--- config.mk ---
export PLATFORM = sky130hd
export DESIGN_NAME = lpw_top
export DESIGN_NICKNAME = d
export VERILOG_FILES = /design/src/logic/lpw_stop_mask_note.sv /design/src/logic/lpw_pkg.sv /design/src/logic/lpw_rec_if.sv /design/src/logic/lpw_recovery.sv /design/src/logic/lpw_vector_sel.sv /design/src/logic/lpw_top.sv
export VERILOG_INCLUDE_DIRS = /design/src /design/src/logic
export SDC_FILE = /design/constraint.sdc
export NUM_CORES = 1
export LEC_CHECK = 0
export BUFFER_PORTS_ARGS = -buffer_cell sky130_fd_sc_hd__buf_2
export CORE_UTILIZATION = 55
export DETAILED_ROUTE_END_ITERATION = 8
export HOLD_SLACK_MARGIN = 0.12
export PLACE_DENSITY = 0.77
export SYNTH_ARGS = -nofsm -noshare
export SYNTH_HDL_FRONTEND = slang
export SYNTH_HIERARCHICAL = 1
export SYNTH_SLANG_ARGS = --single-unit
--- constraint.sdc ---
create_clock -name mclk -period 3.7 [get_ports mclk]
set_input_delay 0.555 -clock mclk [delete_from_list [all_inputs] [get_ports mclk]]
set_output_delay 0.555 -clock mclk [all_outputs]
set_load 0.01 [all_outputs]
--- src/logic/lpw_defines.svh ---
// Offsets, field positions, reset values and counts of the wake guard
`ifndef LPW_DEFINES_SVH
`define LPW_DEFINES_SVH

// ****************************************
// Register byte addresses
// ****************************************
`define LPW_ADDR_CTRL    8'h00
`define LPW_ADDR_MODE    8'h04
`define LPW_ADDR_STATUS  8'h08
`define LPW_ADDR_TIMER   8'h0C
`define LPW_ADDR_BUSREG  8'h10
`define LPW_ADDR_VECTOR  8'h14

// ****************************************
// Field positions
// ****************************************
`define LPW_CTRL_OSCRUN  0
`define LPW_CTRL_SHORT_RECOVERY_SELECT   1
`define LPW_CTRL_PWRDIS  2
`define LPW_CTRL_RSTDIS  3
`define LPW_CTRL_STOPEN  4
`define LPW_CTRL_TRIP    5
`define LPW_CTRL_KPOL    8
`define LPW_ST_FLAG      0
`define LPW_ST_MONRST    1
`define LPW_ST_RECBUSY   2
`define LPW_ST_CORRUPT   3
`define LPW_ST_TPEND     4
`define LPW_TMR_EN       0
`define LPW_TMR_CNT      8
`define LPW_CMD_WAIT     2'h1
`define LPW_CMD_STOP     2'h2

// ****************************************
// Pin inputs, reset values, counts
// ****************************************
`define LPW_NPIN         13
`define LPW_P_RST        0
`define LPW_P_IRQ        1
`define LPW_P_BUS        2
`define LPW_P_BLW        3
`define LPW_P_ABV        4
`define LPW_P_KEY        5
`define LPW_PIN_IDLE     13'h1FE7
`define LPW_REC_LONG     4096
`define LPW_REC_SHORT    32
`define LPW_OSC_DIV      4
`define LPW_NSRC         26
`define LPW_STOP_MASK    26'h0068007

// ****************************************
// Vectors, highest priority first
// ****************************************
`define LPW_VECTORS '{16'hFFFE, 16'hFFFC, 16'hFFFA, 16'hFFF8, \
	16'hFFF6, 16'hFFF4, 16'hFFF2, 16'hFFF0, 16'hFFEE, 16'hFFEC, \
	16'hFFEA, 16'hFFE8, 16'hFFE6, 16'hFFE4, 16'hFFE2, 16'hFFE0, \
	16'hFFDE, 16'hFFDC, 16'hFFDA, 16'hFFD8, 16'hFFD6, 16'hFFD4, \
	16'hFFD2, 16'hFFD0, 16'hFFCE, 16'hFFCC}

`endif

--- src/logic/lpw_stop_mask_note.sv ---
// (unused)

--- src/logic/lpw_pkg.sv ---
// Types shared by the wake guard modules
package lpw_pkg;

	// Power modes, Gray along run, stop, recover
	typedef enum logic [1:0] {
		LPW_RUN  = 2'b00,
		LPW_STOP = 2'b01,
		LPW_REC  = 2'b11,
		LPW_WAIT = 2'b10
	} lpw_mode_t;

endpackage

--- src/logic/lpw_rec_if.sv ---
// Handshake between the mode control and the stop recovery counter
`timescale 1ns/1ps
interface lpw_rec_if;
	logic start;
	logic short_sel;
	logic tick;
	logic busy;
	logic done;

	modport ctl (output start, short_sel, tick, input busy, done);
	modport rec (input start, short_sel, tick, output busy, done);
endinterface

--- src/logic/lpw_recovery.sv ---
// Stop recovery counter clocked by oscillator ticks
`timescale 1ns/1ps
`include "lpw_defines.svh"
module lpw_recovery import lpw_pkg::*; #(
	parameter int CNT_W = 12,
	parameter int LONG  = `LPW_REC_LONG,
	parameter int SHORT = `LPW_REC_SHORT
) (
	// Clock and reset
	input wire logic mclk,
	input wire logic rst_n,
	// Control side
	lpw_rec_if.rec   rif
);

	// Counter must hold the longest delay
	if (LONG > (2 ** CNT_W) || SHORT < 1 || SHORT > LONG) begin : g_chk
		$error("lpw_recovery: delay does not fit counter");
	end

	localparam logic [CNT_W-1:0] LAST_L = CNT_W'(LONG - 1);
	localparam logic [CNT_W-1:0] LAST_S = CNT_W'(SHORT - 1);

	typedef struct packed {
		logic             busy;
		logic             done;
		logic [CNT_W-1:0] cnt;
		logic [CNT_W-1:0] last;
	} lpw_rec_st_t;

	lpw_rec_st_t q;
	lpw_rec_st_t d;

	// Length picked at start so a late write cannot stretch a delay
	always_comb begin
		d = q;
		d.done = 1'b0;
		if (rif.start) begin
			d.busy = 1'b1;
			d.cnt  = '0;
			d.last = rif.short_sel ? LAST_S : LAST_L;
		end else if (q.busy && rif.tick) begin
			if (q.cnt == q.last) begin
				d.busy = 1'b0;
				d.done = 1'b1;
			end else begin
				d.cnt = q.cnt + 1'b1;
			end
		end
	end

	// State register
	always_ff @(posedge mclk) begin
		if (!rst_n) begin
			q <= '0;
		end else begin
			q <= d;
		end
	end

	assign rif.busy = q.busy;
	assign rif.done = q.done;

endmodule

--- src/logic/lpw_vector_sel.sv ---
// Priority pick of the vector address among pending wake sources
`timescale 1ns/1ps
`include "lpw_defines.svh"
module lpw_vector_sel import lpw_pkg::*; #(
	parameter int NSRC = `LPW_NSRC
) (
	// Requests, index 0 highest priority
	input  wire logic [NSRC-1:0] req,
	// Selection
	output logic                 hit,
	output logic [15:0]          vec
);

	localparam logic [15:0] VEC_TBL [NSRC] = `LPW_VECTORS;

	// Scan from lowest priority up so the highest one wins last
	always_comb begin
		hit = |req;
		vec = VEC_TBL[0];
		for (int i = NSRC - 1; i >= 0; i--) begin
			if (req[i]) begin
				vec = VEC_TBL[i];
			end
		end
	end

endmodule

--- src/logic/lpw_top.sv ---
// Low-power wake control, stop recovery and supply guard
// How it works
// - Wake timer runs in wait, register blocked
// - Timer runs in stop only with oscillator
// - Bus controller registers blocked during wait
// - Bus controller idle in stop, transfer corrupted
// - Wait exit restarts clock; resets give FFFE
// - Pin falling edge FFFA, emulation break FFFC
// - Clock generator FFF8, keyboard FFE0
// - First timer vectors FFF2, FFF4, FFF6
// - Second timer vectors FFF0 to FFEC, FFD2 to FFCC
// - Serial ports use FFEA to FFE2 vectors
// - Converter FFDE, wake timer FFDC
// - Bus controller vectors FFD4 to FFDA
// - Only listed events end stop mode
// - Key edge per polarity bit wakes stop
// - Timer rollover raises periodic wake request
// - Bus activity wakes; data ignored until sync
// - Recovery holds clocks 4096 oscillator cycles
// - Short recovery bit cuts delay to 32
// - Monitor enabled at reset; disable bits
// - Trip select 5 V set, 3 V reset
// - Monitor reset drives pin, holds until rise
// - Read-only flag with hysteresis, reset clears
//
// Chosen here: the APB register port and the register offsets.
`timescale 1ns/1ps
`include "lpw_defines.svh"
module lpw_top import lpw_pkg::*; #(
	parameter int OSC_DIV   = `LPW_OSC_DIV,
	parameter int REC_LONG  = `LPW_REC_LONG,
	parameter int REC_SHORT = `LPW_REC_SHORT,
	parameter int TMR_W     = 8
) (
	// Clock and reset
	input  wire logic        mclk,
	input  wire logic        rst_n,
	// APB slave
	input  wire logic        psel,
	input  wire logic        penable,
	input  wire logic        pwrite,
	input  wire logic [7:0]  paddr,
	input  wire logic [31:0] pwdata,
	output logic [31:0]      prdata,
	output logic             pready,
	output logic             pslverr,
	// Device pins
	input  wire logic        rst_pin_i,
	output logic             rst_pin_o,
	output logic             rst_pin_oe,
	input  wire logic        irq_pin_n,
	input  wire logic [7:0]  key_pin,
	input  wire logic        bus_rx_pin,
	// Supply comparator
	input  wire logic        below_fall_i,
	input  wire logic        above_rise_i,
	output logic             monitor_on_o,
	output logic             trip_level_o,
	// Event sources
	input  wire logic        emulation_mode,
	input  wire logic        break_req,
	input  wire logic        wdog_timeout,
	input  wire logic        clkgen_irq,
	input  wire logic [1:0]  first_timer_ch,
	input  wire logic        first_timer_ovf,
	input  wire logic [5:0]  second_timer_ch,
	input  wire logic        second_timer_ovf,
	input  wire logic [1:0]  sync_serial_irq,
	input  wire logic [2:0]  async_serial_irq,
	input  wire logic        adc_irq,
	input  wire logic [3:0]  bus_ctl_irq,
	input  wire logic        bus_xfer_active,
	input  wire logic        bit_sync_ok,
	// Clocks, reset and vector out
	output logic             cpu_clk_en,
	output logic             sys_clk_en,
	output logic             osc_run_o,
	output logic             bus_ctl_run,
	output logic             bus_rx_ignore,
	output logic             device_reset_o,
	output logic             vec_valid,
	output logic [15:0]      vec_addr
);

	localparam int NP   = `LPW_NPIN;
	localparam int NS   = `LPW_NSRC;
	localparam int DIVW = (OSC_DIV > 1) ? $clog2(OSC_DIV) : 1;
	localparam logic [DIVW-1:0] DIV_LAST = DIVW'(OSC_DIV - 1);
	localparam int REC_SHORT_MAX = REC_SHORT * OSC_DIV + 8;
	localparam logic [NS-1:0] STOP_MASK = `LPW_STOP_MASK;

	// Parameter limits
	if (OSC_DIV < 1 || TMR_W < 1 || TMR_W > 16) begin : g_chk
		$error("lpw_top: unsupported parameter value");
	end

	typedef struct packed {
		logic [NP-1:0]  s1;
		logic [NP-1:0]  s2;
		logic [NP-1:0]  s3;
		logic [NP-1:0]  pf;
		logic [NP-1:0]  pp;
		lpw_mode_t      mode;
		logic           osc_run;
		logic           short_recovery_select;
		logic           pwr_dis;
		logic           rst_dis;
		logic           stop_en;
		logic           trip;
		logic [7:0]     kpol;
		logic           tmr_en;
		logic [TMR_W-1:0] tcnt;
		logic           tpend;
		logic [31:0]    busreg;
		logic           corrupt;
		logic           ign;
		logic           flag;
		logic           lvi_rst;
		logic           rst_prev;
		logic [NS-1:0]  src;
		logic           vpend;
		logic           vvalid;
		logic [15:0]    vec;
		logic [31:0]    rdata;
		logic           err;
		logic [DIVW-1:0] div;
		logic           start;
	} lpw_top_st_t;

	lpw_top_st_t q;
	lpw_top_st_t d;

	lpw_rec_if rif ();

	// ****************************************
	// Pin events and request vectors
	// ****************************************
	logic [NP-1:0] fall;
	logic [NP-1:0] chg;
	logic [7:0]    kp;
	logic          irq_edge;
	logic          key_edge;
	logic          bus_act;
	logic          below;
	logic          above;
	logic          ext_rst;
	logic          rst_req;
	logic          osc_on;
	logic          tick;
	logic          mon_on;
	logic          tmr_act;
	logic [NS-1:0] req;
	logic [NS-1:0] stop_req;
	logic          sel_hit;
	logic [15:0]   sel_vec;

	assign fall     = q.pp & ~q.pf;
	assign chg      = q.pp ^ q.pf;
	assign kp       = q.pf[`LPW_P_KEY +: 8];
	assign irq_edge = fall[`LPW_P_IRQ];
	// New level equal to polarity bit is the wake edge
	assign key_edge = |(chg[`LPW_P_KEY +: 8] & ~(kp ^ q.kpol));
	assign bus_act  = fall[`LPW_P_BUS];
	assign below    = q.pf[`LPW_P_BLW];
	assign above    = q.pf[`LPW_P_ABV];
	// Own drive of the reset pin must not read back as external reset
	assign ext_rst  = ~q.pf[`LPW_P_RST] & ~q.lvi_rst;
	assign rst_req  = ext_rst | wdog_timeout | q.lvi_rst;
	assign osc_on   = (q.mode != LPW_STOP) | q.osc_run;
	assign tick     = osc_on && (q.div == DIV_LAST);
	assign mon_on   = ~q.pwr_dis & ((q.mode != LPW_STOP) | q.stop_en);
	assign tmr_act  = q.tmr_en & osc_on;

	// Index order follows vector priority
	assign req = {second_timer_ch[5:2],
		bus_ctl_irq[0], bus_ctl_irq[1], bus_ctl_irq[2],
		bus_ctl_irq[3] | ((q.mode == LPW_STOP) & bus_act),
		q.tpend, adc_irq, key_edge,
		async_serial_irq[0], async_serial_irq[1],
		async_serial_irq[2], sync_serial_irq[0], sync_serial_irq[1],
		second_timer_ovf, second_timer_ch[1], second_timer_ch[0],
		first_timer_ovf, first_timer_ch[1], first_timer_ch[0],
		clkgen_irq, irq_edge, break_req & emulation_mode, rst_req};

	// Watchdog has no clock in stop, so only pin and monitor resets
	assign stop_req = {req[NS-1:1] & STOP_MASK[NS-1:1],
		ext_rst | q.lvi_rst};

	lpw_vector_sel #(
		.NSRC (NS)
	) u_vsel (
		.req (q.src),
		.hit (sel_hit),
		.vec (sel_vec)
	);

	lpw_recovery #(
		.CNT_W (12),
		.LONG  (REC_LONG),
		.SHORT (REC_SHORT)
	) u_rec (
		.mclk  (mclk),
		.rst_n (rst_n),
		.rif   (rif)
	);

	assign rif.start     = q.start;
	assign rif.short_sel = q.short_recovery_select;
	assign rif.tick      = tick;

	// ****************************************
	// APB decode
	// ****************************************
	logic        setup;
	logic        acc_wr;
	logic        blocked;
	logic        mapped;
	logic [31:0] rd;

	assign setup  = psel & ~penable;
	assign acc_wr = psel & penable & pwrite & ~q.err;
	// Timer and bus controller cannot be reached outside run
	assign blocked = (q.mode != LPW_RUN) && ((paddr == `LPW_ADDR_TIMER)
		|| (paddr == `LPW_ADDR_BUSREG));

	// Read mux, captured in the setup cycle
	always_comb begin
		rd = 32'h0000_0000;
		mapped = 1'b1;
		case (paddr)
			`LPW_ADDR_CTRL: begin
				rd[`LPW_CTRL_OSCRUN] = q.osc_run;
				rd[`LPW_CTRL_SHORT_RECOVERY_SELECT]  = q.short_recovery_select;
				rd[`LPW_CTRL_PWRDIS] = q.pwr_dis;
				rd[`LPW_CTRL_RSTDIS] = q.rst_dis;
				rd[`LPW_CTRL_STOPEN] = q.stop_en;
				rd[`LPW_CTRL_TRIP]   = q.trip;
				rd[`LPW_CTRL_KPOL +: 8] = q.kpol;
			end
			`LPW_ADDR_MODE: rd[1:0] = q.mode;
			`LPW_ADDR_STATUS: begin
				rd[`LPW_ST_FLAG]    = q.flag;
				rd[`LPW_ST_MONRST]  = q.lvi_rst;
				rd[`LPW_ST_RECBUSY] = rif.busy;
				rd[`LPW_ST_CORRUPT] = q.corrupt;
				rd[`LPW_ST_TPEND]   = q.tpend;
			end
			`LPW_ADDR_TIMER: begin
				rd[`LPW_TMR_EN] = q.tmr_en;
				rd[`LPW_TMR_CNT +: TMR_W] = q.tcnt;
			end
			`LPW_ADDR_BUSREG: rd = q.busreg;
			`LPW_ADDR_VECTOR: rd[15:0] = q.vec;
			default: mapped = 1'b0;
		endcase
	end

	// ****************************************
	// Next state
	// ****************************************
	always_comb begin
		d = q;
		d.start  = 1'b0;
		d.vpend  = 1'b0;
		d.vvalid = q.vpend;
		// Three-stage pin sync, change taken when stages two and three agree
		d.s1 = {key_pin, above_rise_i, below_fall_i, bus_rx_pin,
			irq_pin_n, rst_pin_i};
		d.s2 = q.s1;
		d.s3 = q.s2;
		d.pf = (q.s2 & q.s3) | (q.pf & (q.s2 | q.s3));
		d.pp = q.pf;
		d.rst_prev = rst_req;
		d.div = (!osc_on || q.div == DIV_LAST) ? '0 : q.div + 1'b1;
		if (q.vpend && sel_hit) begin
			d.vec = sel_vec;
		end
		// Apb setup: latch read data and the answer
		if (setup) begin
			d.rdata = (mapped && !blocked) ? rd : 32'h0000_0000;
			d.err   = !mapped || blocked;
		end
		// Wake timer counts oscillator ticks while active
		if (tick && tmr_act) begin
			d.tcnt = q.tcnt + 1'b1;
		end
		// Register writes at the access phase
		if (acc_wr) begin
			case (paddr)
				`LPW_ADDR_CTRL: begin
					d.osc_run = pwdata[`LPW_CTRL_OSCRUN];
					d.short_recovery_select   = pwdata[`LPW_CTRL_SHORT_RECOVERY_SELECT];
					d.pwr_dis = pwdata[`LPW_CTRL_PWRDIS];
					d.rst_dis = pwdata[`LPW_CTRL_RSTDIS];
					d.stop_en = pwdata[`LPW_CTRL_STOPEN];
					d.trip    = pwdata[`LPW_CTRL_TRIP];
					d.kpol    = pwdata[`LPW_CTRL_KPOL +: 8];
				end
				`LPW_ADDR_STATUS: begin
					if (pwdata[`LPW_ST_CORRUPT]) d.corrupt = 1'b0;
					if (pwdata[`LPW_ST_TPEND])   d.tpend   = 1'b0;
				end
				`LPW_ADDR_TIMER: begin
					d.tmr_en = pwdata[`LPW_TMR_EN];
				end
				`LPW_ADDR_BUSREG: d.busreg = pwdata;
				default: begin
				end
			endcase
		end
		// Sets after clears so a same-cycle event survives
		if (tick && tmr_act && (&q.tcnt)) begin
			d.tpend = 1'b1;
		end
		// Comparator hysteresis, held while the monitor is off
		if (mon_on && below) begin
			d.flag = 1'b1;
		end else if (mon_on && above) begin
			d.flag = 1'b0;
		end
		// Monitor reset holds until the rising threshold is passed
		if (mon_on && !q.rst_dis && below) begin
			d.lvi_rst = 1'b1;
		end else if (above) begin
			d.lvi_rst = 1'b0;
		end
		// Mode sequencing
		case (q.mode)
			LPW_RUN: begin
				if (rst_req && !q.rst_prev) begin
					d.src   = {{(NS-1){1'b0}}, 1'b1};
					d.vpend = 1'b1;
				end else if (acc_wr && paddr == `LPW_ADDR_MODE) begin
					if (pwdata[1:0] == `LPW_CMD_WAIT) begin
						d.mode = LPW_WAIT;
					end else if (pwdata[1:0] == `LPW_CMD_STOP) begin
						d.mode = LPW_STOP;
						d.ign  = 1'b1;
						if (bus_xfer_active) begin
							d.corrupt = 1'b1;
						end
					end
				end
			end
			LPW_WAIT: begin
				if (|req) begin
					d.mode  = LPW_RUN;
					d.src   = req;
					d.vpend = 1'b1;
				end
			end
			LPW_STOP: begin
				if (|stop_req) begin
					d.mode  = LPW_REC;
					d.src   = stop_req;
					d.start = 1'b1;
				end
			end
			LPW_REC: begin
				if (rif.done) begin
					d.mode  = LPW_RUN;
					d.vpend = 1'b1;
				end
			end
			default: d.mode = LPW_RUN;
		endcase
		// Bus data ignored until the link is back in step
		if (q.mode == LPW_RUN && bit_sync_ok) begin
			d.ign = 1'b0;
		end
	end

	// State register with synchronous reset
	always_ff @(posedge mclk) begin
		if (!rst_n) begin
			q      <= '0;
			q.s1   <= `LPW_PIN_IDLE;
			q.s2   <= `LPW_PIN_IDLE;
			q.s3   <= `LPW_PIN_IDLE;
			q.pf   <= `LPW_PIN_IDLE;
			q.pp   <= `LPW_PIN_IDLE;
			q.mode <= LPW_RUN;
		end else begin
			q <= d;
		end
	end

	// ****************************************
	// Outputs
	// ****************************************
	assign prdata         = q.rdata;
	assign pready         = psel & penable;
	assign pslverr        = psel & penable & q.err;
	assign rst_pin_o      = 1'b0;
	assign rst_pin_oe     = q.lvi_rst;
	assign monitor_on_o   = mon_on;
	assign trip_level_o   = q.trip;
	assign cpu_clk_en     = (q.mode == LPW_RUN);
	assign sys_clk_en     = (q.mode == LPW_RUN) | (q.mode == LPW_WAIT);
	assign osc_run_o      = osc_on;
	assign bus_ctl_run    = sys_clk_en;
	assign bus_rx_ignore  = q.ign | ~sys_clk_en;
	assign device_reset_o = rst_req;
	assign vec_valid      = q.vvalid;
	assign vec_addr       = q.vec;
endmodule

-- Word level (Yosys, flattened, before mapping)
Index checks and enable logic that the tools add are counted.
- output and inout port bits: 61
- bits of input ports: 84
- register bits: 234
- eq/ne operators: 20
- reductions and logical operators: 53
- bitwise gates (word level): 39
- $add $sub $neg: 3
- muxes and demuxes: 72
- operator list (kind ; count):
    $mux 6 ; 26
    $pmux 26 s3 ; 1
    $mux 32 ; 2
    $mux 27 ; 2
    $mux 34 ; 1
    $reduce_or 33->1 ; 1
    $pmux 8 s4 ; 1
    $and 13x13->13 ; 2
    $mux 2 ; 13
    $mux 26 ; 1
    $or 13x13->13 ; 2
    $reduce_or 26->1 ; 1
    $mux 12 ; 2
    $eq 8x4->1 const B ; 2
    $eq 8x5->1 const B ; 2
    $mux 16 ; 1
    $reduce_bool 2->1 ; 8
    $logic_and 1x1->1 ; 14
    $mux 1 ; 14
    $mux 14 ; 1
    $reduce_or 13->1 ; 1
    $xor 13x13->13 ; 1
    $add 12x1->12 const B ; 1
    $eq 12x12->1 ; 1
    other kinds (37) ; 86

-- Longest topological paths before layout
Gate-level depths: netlist (run 1).
- word-level depth: 26
- depth in mapped cells: 10
- depth with buffers taken out: 8

-- By module
Netlist (run 1), hierarchy kept.
- modules (own cells, without submodules) (module ; area each (um^2) ; times used ; cells an instance ; sequential area each (um^2)):
    lpw_top ; 8461.9 ; 1 ; 954 ; 4103.9
    lpw_recovery ; 813.3 ; 1 ; 92 ; 320.3
    lpw_vector_sel ; 396.6 ; 1 ; 70 ; 0.0

-- Least setup slack after synthesis (run 1)
Ideal clock, no wire load.
- path type: input -> register
- start point: in paddr[0]
- end point: reg q[87] (netlist bit)
- data required time: 3.562 ns
- stages on the path: 9
- path slack: 0.965 ns
- library setup time: 0.138 ns
- data arrival time: 2.597 ns
- cells stage by stage: or4_4 or2_4 or3b_1 buf_6 or3_1 buf_2 buf_6 nand2_2 a21oi_2
- word-level cells in the longest chain between the ends: 2
- RTL lines (what ; RTL line ; text):
    start: declaration ; lpw_top.sv:42 ; input wire logic [7:0] paddr,
    $eq 8x5->1 ; lpw_top.sv:289 ; case (paddr)
    $reduce_and 2->1 (no line) ; n/a ;
    end: declaration ; lpw_top.sv:130 ; lpw_top_st_t q;
No other way between the ends.
A chain may end at the register's enable or synchronous reset.

-- Worst setup path in the final report (run 1)
- start point: reg q[142] (netlist bit)
- end point: reg q[56] (netlist bit)
- word-level cells in the longest chain between the ends: 6
- elaborated cells on any way between the ends: 13
- RTL lines (what ; RTL line ; text):
    $eq 2x1->1 ; lpw_top.sv:177, lpw_top.sv:328 ;
    $and 1x1->1 ; lpw_top.sv:177 ; bus_ctl_irq[3] | ((q.mode == LPW_STOP) & bus_act),
    $or 1x1->1 ; lpw_top.sv:177 ;
    $reduce_or 33->1 or $reduce_or 13->1 (tied branches) ; lpw_top.sv:346, lpw_top.sv:353 ;
    $ne 2x2->1 (no line) or $ne 2x1->1 (tied branches) ; n/a ;
    $reduce_and 4->1 (no line) ; n/a ;
Parallel ways exist; a longest one is shown, timed or not.

==> results of run 1 <==
layer usage:
metal	part of all wire, %	wire, µm
met1	44	10000
met2	45	10300
met3	6.9	1580
met4	3.7	853
met5	0	0
layout make-up:
class | count | area (µm²)
tap | 225 | 282
timing repair buffer | 157 | 821
multi-input combinational | 756 | 4450
clock buffer | 28 | 624
antenna | 1 | 2.50
sequential | 221 | 4420
fill | 1485 | 6350
clock inverter | 14 | 208
inverter | 21 | 80.1
cells by family (layout without fill, tap and decap cells):
logic type,Yosys count,in the layout
other cells,3,13
xor+xnor,9,9
buf+inv,148,220
compound gates,254,254
simple gates,448,448
fa+ha+maj,9,9
mux,24,24
flops,221,221
registers in the layout, summed over array words and instances (netlist names):
name,cells
u_rec/rif.busy,1
vec_valid,1
rst_pin_oe,1
prdata,32
rif.short_sel,1
u_rec/q,14
above,1
u_rec/rif.done,1
d,38
below,1
vec_addr,16
trip_level_o,1
rif.start,1
q,112
power groups by stage:
stage                     registers, mW  logic (mW)  clock network (mW)
after global routing               2.42       0.237                2.64
after CTS                          2.42       0.216                2.54
after global placement             2.47       0.213                   0
final                              2.42       0.217                2.51
after detailed placement           2.48       0.215                   0
after floorplan                    2.47       0.136                   0
critical path, stage by stage (launching register included):
cell	delay, ps
dfxtp_1	450
inv_1	120
ha_1	340
and3b_1	250
or4_1	420
nor4_1	310
nand4_1	170
a21oi_1	420
o22ai_1	160
cells in the final DEF, fill, tap and decap left out, drive strengths merged, types with 7 or more instances in the layout:
| master | n |
|---|---|
| a21o | 20 |
| a21oi | 115 |
| a222oi | 8 |
| a22o | 19 |
| a22oi | 7 |
| and2 | 16 |
| and3 | 11 |
| buf | 157 |
| clkbuf | 28 |
| conb | 12 |
| dfxtp | 221 |
| ha | 9 |
| inv | 22 |
| mux2 | 12 |
| mux2i | 11 |
| nand2 | 179 |
| nand2b | 53 |
| nand3 | 49 |
| nand4 | 15 |
| nor2 | 51 |
| nor3 | 11 |
| nor4 | 15 |
| o21ai | 39 |
| o31ai | 10 |
| or4 | 13 |
final timing paths:
path / end / slack (ps) / start
setup / recovery: q[56]$_SDFFE_PN0P_ / 930 / q[142]$_SDFFE_PN0P_
hold / removal: d[189]$_SDFF_PN1_ / 220 / key_pin[2]
setup reg to reg: q[56]$_SDFFE_PN0P_ / 930 / q[142]$_SDFFE_PN0P_
hold reg to reg: d[175]$_SDFF_PN1_ / 410 / d[188]$_SDFF_PN1_
==> results.cfg, run 1 <==
[status]
status = finished clean

[clock_network]
clockBufferDepth = 3
ctsHoldBuffers = 0
cts_htree_levels = 1
cts_root_buf = clkbuf_16
post_cts_resize_count = 0
postCtsSetupRepairBufs = 0
cts_num_sinks = 221
clk_latency_ps = 510
tritoncts = done
cts_made_buffers = 23
path_clk_slew_ps = 60

[route]
drt_iter0_markers = 730
ant_nets = 0
first_pass_iters = 7
drcViolationCount = 0
wl_per_cell_um = 16.0
vias_per_cell = 5.68
drt_wl_total_mm = 22.8
vias = 8078

[global_route]
grt_pass1_vias = 7111
grt_pass1_wl_mm = 35.9
grt_use_met1_pct = 33.9
global_route.peak_usage_layer = met2
use_met3_pct = 3.72
overflow = 0
grt_max_degree = 65
use_met2_pct = 39.6
grt.total_usage_pct = 24.8
antenna_found_initial = 1

[synth]
synthMostInstantiatedCell = dfxtp_1
synth_cells = 1116
synthArstFlopShare_pct = 0
synth-edff-count = 0
synthMuxAreaShare_pct = 2.77
synthAdderAreaFrac_pct = 1.16
synth_compound_area_share_pct = 17.2
netlist_top_cells_area = dfxtp_1, nand2_1, a21oi_1
yosysWarningCount = 6
synth_xor_area_share_pct = 0.815
synth_top_family_by_area = simple AND/OR/NAND/NOR gates
ys_ff_latch = 221
synth_top_area_share_pct = 45.7
ys_top_cells_by_count = dfxtp_1, nand2_1, a21oi_1
syn_area_mm2 = 0.00967
syn-mean-instance-area_um2 = 8.67
synthSimpleGateAreaFrac_pct = 23.5
synth_cell_types = 76
synth_top_cell_by_area = dfxtp_1
yosysSeqAreaShare_pct = 45.7
synth_flop_cell = dfxtp_1

[pwr]
switching_share_pct = 21.5
intPower_mw = 4.04
power.net_switching_mw = 1.11
combPwrFrac_pct = 4.2
p_leak_nw = 4.17
finalPower_mw = 5.15
seqPwrFrac_pct = 47.1
peakVddDrop_uv = 359
clkPwrFrac_pct = 48.7
pwr_density_cell_mw_per_mm2 = 473

[job]
drv_cap = 0

[finish]
syn_to_final_growth_pct = 12.6
fin_nets = 1273
finish.utilization_pct = 63.2
fin_cells = 1423
layout-drive-gt1-share_pct = 20.6
final_area_mm2 = 0.0109

[floorplanning]
num_io_pins = 145
core.rowCount = 48
die-width_um = 135
coreArea_mm2 = 0.0172
die_h_um = 135
initial_utilization_pct = 56.1
dieArea_mm2 = 0.0181

[sta]
worst_slack_ps = 925
setup_tns_ps = 0
tightestPinTransition_ps = 1060
maxSlewHeadroom_pct = 28.5
rsz0062_at_grt = no
maxSlewViolCount = 0
skew_ps = 5.84
timing.final.crit_share_pct = 75.0
timing.hold.ws_ps = 216
hold_viol_final = 0
setup_viol = 0
period_needed_ps = 2770
max_freq_mhz = 360

[setup_path]
crit_required_ps = 4080
endpoint_kind = flip-flop
r2r_cells = 8
worstSetupPathType = reg2reg
arrival_ps = 3160
cp_max_fo = 10
start_kind = flip-flop

[min_path]
holdCritPathClass = in2reg
whs_path_depth = 2

[placement]
placed_cell_area_mm2 = 0.0101
dp_hpwl_mm = 16.1
port-buffer-count = 143
preCtsSetupSlack_ps = 652
gp_congestion = 0.850
dp_cells = 1380
(Power assumes the default switching activity.)
==> run 2: changes to the inputs <==
- clock period: 3.7 -> 2.6 ns (I/O delays scaled with it)
==> results.cfg, run 2 (synthesis results as in run 1) <==
[clock_network]
cts_num_sinks = 221
path_clk_slew_ps = 60
cts_made_buffers = 23
tritoncts = done
clk_latency_ps = 510
clockBufferDepth = 3
cts_root_buf = clkbuf_16
cts_htree_levels = 1

[sta]
max_freq_mhz = 414
hold_viol_final = 0
setup_viol = 0
setup_tns_ps = 0
maxSlewViolCount = 0
maxSlewHeadroom_pct = 33.3
rsz0062_at_grt = no
skew_ps = 8.14
timing.hold.ws_ps = 131
tightestPinTransition_ps = 1000
timing.final.crit_share_pct = 92.9
period_needed_ps = 2420

[route]
first_pass_iters = 5
vias_per_cell = 5.59
ant_nets = 0
drt_iter0_markers = 721
drt_wl_total_mm = 23.9
drcViolationCount = 0
wl_per_cell_um = 16.3
vias = 8169

[status]
status = finished clean

[floorplanning]
dieArea_mm2 = 0.0181
die_h_um = 135
core.rowCount = 48
initial_utilization_pct = 56.1
die-width_um = 135
coreArea_mm2 = 0.0172
num_io_pins = 145

[setup_path]
arrival_ps = 2030
worstSetupPathType = reg2out
r2r_cells = 9
start_kind = flip-flop
r2r-end = u_rec/q[20]$_SDFFE_PP0P_
r2r_start = q[142]$_SDFFE_PN0P_
endpoint_kind = output port
r2r_setup_slack_ps = 230
crit_required_ps = 2210
cp_max_fo = 7

[pwr]
pwr_density_cell_mw_per_mm2 = 634
p_leak_nw = 4.37
peakVddDrop_uv = 467

[global_route]
grt.total_usage_pct = 26.5
antenna_found_initial = 0
grt_max_degree = 67
grt_pass1_wl_mm = 38.4
overflow = 0
grt_pass1_vias = 7598

[finish]
ff_latch_area_mm2 = 0.00442
largest_reg_flops = 112
syn_to_final_growth_pct = 16.8
final_area_mm2 = 0.0113
finish.utilization_pct = 65.5
fin_nets = 1316
layout-drive-gt1-share_pct = 21.2
layout_common_cells = dfxtp_1, nand2_1, buf_2
final_common_cell = dfxtp_1
largest-register = q
fillCellCount = 1442
fin_cells = 1462
diodes = 0
multiInputGateArea_mm2 = 0.00445

[placement]
dp_cells = 1399
placed_cell_area_mm2 = 0.0103
gp_congestion = 0.889
port-buffer-count = 143
dp_hpwl_mm = 16.7

[min_path]
holdCritPathClass = in2reg
min_from = pwdata[6]
hold_end = q[91]$_SDFFE_PN0P_
whs_path_depth = 3

[job]
drv_cap = 0
## run 2: changes by cell type in the layout (fill, tap and decap cells not counted)
cell,delta
buf_12,+6
buf_4,+13
clkinvlp_4,-1
inv_6,-1
diode_2,-1
a21oi_1,-1
clkbuf_8,+2
clkinv_2,-3
bufinv_16,-2
clkbuf_1,+2
a21oi_2,+1
dlygate4sd3_1,+24
## run 2: cell type report
class / count / share of cell area (%)
Clock buffer: 32 / 5.84
Clock inverter: 7 / 1.03
Inverter: 21 / 0.709
Multi-Input combinational cell: 756 / 39.4
Sequential cell: 221 / 39.2
Tap cell: 225 / 2.49
Timing Repair Buffer: 200 / 11.3
## run 2: through the flow
stage / power (mW) / setup slack, ps
6_report: 7.16 / 185
5_1_grt: 7.40 / 77.0
4_1_cts: 7.21 / 193
3_5_place_dp: 3.84 / 11.6
3_3_place_gp: 3.84 / 38.7
2_1_floorplan: 3.71 / 29.9
## run 2: worst max-delay path: stages (launching register included)
cell and delay [ps]:
dfxtp_1 340, buf_4 150, inv_1 70, ha_1 210
buf_4 170, or2_2 350, nand2b_1 90, buf_2 120
## run 2: timing repair
action,in CTS,in global routing
setup endpoints to repair,0,5
endpoints found under the hold margin,24,0
buffers inserted,0,0
hold buffers,24,0
gates resized for setup,0,1
## run 2: how the worst max path moves through the flow
stage	from	endpoint	slack, ps	depth (start not counted)
finish	q[141]$_SDFFE_PN0P_	bus_rx_ignore	180	7
global route	q[142]$_SDFFE_PN0P_	u_rec/q[22]$_SDFFE_PP0P_	80	9
CTS	q[141]$_SDFFE_PN0P_	bus_rx_ignore	190	7
detailed placement	paddr[0]	q[116]$_SDFFE_PN0P_	10	8
global placement	paddr[0]	q[101]$_SDFFE_PN0P_	40	8
floorplan	paddr[0]	q[87]$_SDFFE_PN0P_	30	9
## run 2: power breakdown
| group | internal [mW] | switching, mW |
|---|---|---|
| registers | 3.43 | 0.0222 |
| logic | 0.146 | 0.206 |
| clock network | 2.06 | 1.31 |
## run 2: layer usage
metal	routed length, µm	global-route usage (%)	vias to the layer above
met5	0	0	-
met4	661	8.36	0
met3	1480	3.98	41
met2	11200	44.2	275
met1	10500	35.2	3816
li1	-	-	4037
==> run 3: changes to the inputs <==
- ABC_AREA: default -> 1
- CTS_CLUSTER_DIAMETER: default -> 50
==> results.cfg, run 3 <==
[sta]
tightestPinTransition_ps = 753
setup_tns_ps = 0
rsz0062_at_grt = no
hold_viol_final = 0
worst_slack_ps = 170
setup_viol = 0
timing.hold.ws_ps = 120
maxSlewViolCount = 0
timing.final.crit_share_pct = 93.5
period_needed_ps = 2430
max_freq_mhz = 411
skew_ps = 21.6
maxSlewHeadroom_pct = 49.8

[pwr]
finalPower_mw = 9.44
pwr_density_cell_mw_per_mm2 = 770
p_leak_nw = 5.57
peakVddDrop_uv = 546

[setup_path]
start_kind = flip-flop
crit_slowest_cell = dfxtp_1
crit_family = buffers and inverters
worst_path_largest_cell_delay_ps = 350
r2r-end = q[68]$_SDFFE_PN0P_
r2r_setup_slack_ps = 280
endpoint_kind = output port
worstSetupPathType = reg2out
arrival_ps = 2040
crit_required_ps = 2210
cpMostUsedCell = nand2_1
cp_max_fo = 10
crit_buf_inv = 3
r2r_start = q[142]$_SDFFE_PN0P_
cp_cell_sequence = inv_1 -> ha_1 -> clkinv_1 -> nand2_1 -> nand2_1 -> buf_2
r2r_cells = 12

[synth]
synth-edff-count = 0
synthMostInstantiatedCell = nand2_1
synth_cells = 1502
yosysWarningCount = 6
synth_top_cell_by_area = dfxtp_1
synth_cell_types = 49
synthArstFlopShare_pct = 0
yosysSeqAreaShare_pct = 41.3
synth_flop_cell = dfxtp_1
syn-mean-instance-area_um2 = 7.13
ys_top_cells_by_count = nand2_1, dfxtp_1, nor2_1
netlist_top_cells_area = dfxtp_1, nand2_1, nor2_1
ys_ff_latch = 221
synth_top_area_share_pct = 41.3
syn_area_mm2 = 0.0107

[finish]
fillCellCount = 1705
fin_nets = 1692
multiInputGateArea_mm2 = 0.00480
layout-drive-gt1-share_pct = 21.3
finish.utilization_pct = 64.9
ff_latch_area_mm2 = 0.00442
largest_reg_flops = 112
final_common_cell = nand2_1
largest-register = q
syn_to_final_growth_pct = 14.5
layout_common_cells = nand2_1, dfxtp_1, nor2_1

[clock_network]
cts_made_buffers = 26
postCtsSetupRepairBufs = 0
path_clk_slew_ps = 60
clockBufferDepth = 3
clk_latency_ps = 530
cts_root_buf = clkbuf_16
cts_htree_levels = 1
tritoncts = done
cts_num_sinks = 221

[min_path]
holdCritPathClass = in2reg
hold_end = q[93]$_SDFFE_PN0P_
min_from = pwdata[8]
whs_path_depth = 3

[route]
vias_per_cell = 4.97
vias = 9336
wl_per_cell_um = 12.9
first_pass_iters = 5
drcViolationCount = 0
drt_wl_total_mm = 24.3
ant_nets = 0
drt_iter0_markers = 553

[global_route]
grt_max_degree = 66
grt_pass1_vias = 8494
grt_pass1_wl_mm = 39.5
grt.total_usage_pct = 24.0
overflow = 0
antenna_found_initial = 1

[placement]
port-buffer-count = 143
gp_congestion = 0.885
dp_hpwl_mm = 16.7
preCtsSetupSlack_ps = 282

[floorplanning]
die_h_um = 142
initial_utilization_pct = 56.7
coreArea_mm2 = 0.0189
dieArea_mm2 = 0.0200
num_io_pins = 145
core.rowCount = 50
die-width_um = 142

[status]
status = finished clean

[job]
drv_cap = 0
run 3: cell types whose count changed after synthesis, sizes merged, moves of 17 or more:
cell | previous run | this run
a21o | 20 | 0
clkbuf | 48 | 26
nor2 | 51 | 212
inv | 20 | 189
nand2 | 179 | 362
a22o | 19 | 2
nand2b | 53 | 0
o21ai | 39 | 95
nand3 | 49 | 81
or2 | 2 | 35
run 3: report_power, final:
group / switching (mW) / internal (mW) / total, mW
Sequential: 0.172 / 3.61 / 3.78
Clock: 1.46 / 2.32 / 3.78
Combinational: 1.22 / 0.655 / 1.88
Total: 2.85 / 6.59 / 9.44
run 3: cell families (layout without fill, tap and decap cells):
| kind of cell | after synthesis | in the layout | share of synthesized area (%) |
|---|---|---|---|
| other cells | 3 | 13 | 0.105 |
| compound gates | 216 | 216 | 11.5 |
| xor+xnor | 8 | 8 | 0.654 |
| buf+inv | 311 | 417 | 14.3 |
| flops | 221 | 221 | 41.3 |
| fa+ha+maj | 9 | 9 | 1.05 |
| simple gates | 734 | 735 | 31.0 |
run 3: final cells by class:
cell class / instances / area share (%)
Clock inverter: 13 / 1.42
Antenna cell: 1 / 0.0204
Sequential cell: 221 / 36.1
Multi-Input combinational cell: 980 / 39.2
Inverter: 191 / 6.00
Timing Repair Buffer: 179 / 8.63
Tap cell: 260 / 2.65
Clock buffer: 34 / 6.04
run 3: layer usage:
| layer | global-route usage (%) | share of wire (%) | up-vias |
|---|---|---|---|
| li1 | - | - | 4821 |
| met2 | 41.2 | 47 | 280 |
| met3 | 3.14 | 6.3 | 41 |
| met1 | 31.2 | 45 | 4194 |
| met5 | 0 | 0 | - |
| met4 | 7.64 | 2.2 | 0 |
run 3: worst max path at each step:
stage                         from                  endpoint  depth (start not counted)
4_1_cts        q[141]$_SDFFE_PN0P_             bus_rx_ignore                          6
6_report       q[141]$_SDFFE_PN0P_             bus_rx_ignore                          6
3_3_place_gp   q[142]$_SDFFE_PN0P_        q[58]$_SDFFE_PN0P_                         12
2_1_floorplan  q[142]$_SDFFE_PN0P_  u_rec/q[14]$_SDFFE_PP0P_                         11
3_5_place_dp   q[142]$_SDFFE_PN0P_        q[75]$_SDFFE_PN0P_                         12
5_1_grt        q[142]$_SDFFE_PN0P_        q[61]$_SDFFE_PN0P_                         12
run 3: worst register-to-register path: stages (launching register included):
cell and delay (ps):
dfxtp_1 400, inv_1 110, ha_1 270, nand3_1 120
nand2_1 90, nor2_1 130, nand2_1 80, nor2_2 160
nand3_2 280, nand3_4 350, nand2_1 90, nand2_1 80
nor2_1 40
run 3: through the flow:
step,cells,area [µm²]
finish,1879,12300
CTS,1877,12200
detailed placement,1807,11100
global placement,1807,11100
global route,1879,12300
floorplan,1511,10700
run 3: what timing repair did:
action	CTS	global route
setup endpoints to repair	0	2
gates resized for setup	0	1
hold endpoints to repair	25	0
hold buffers	23	0
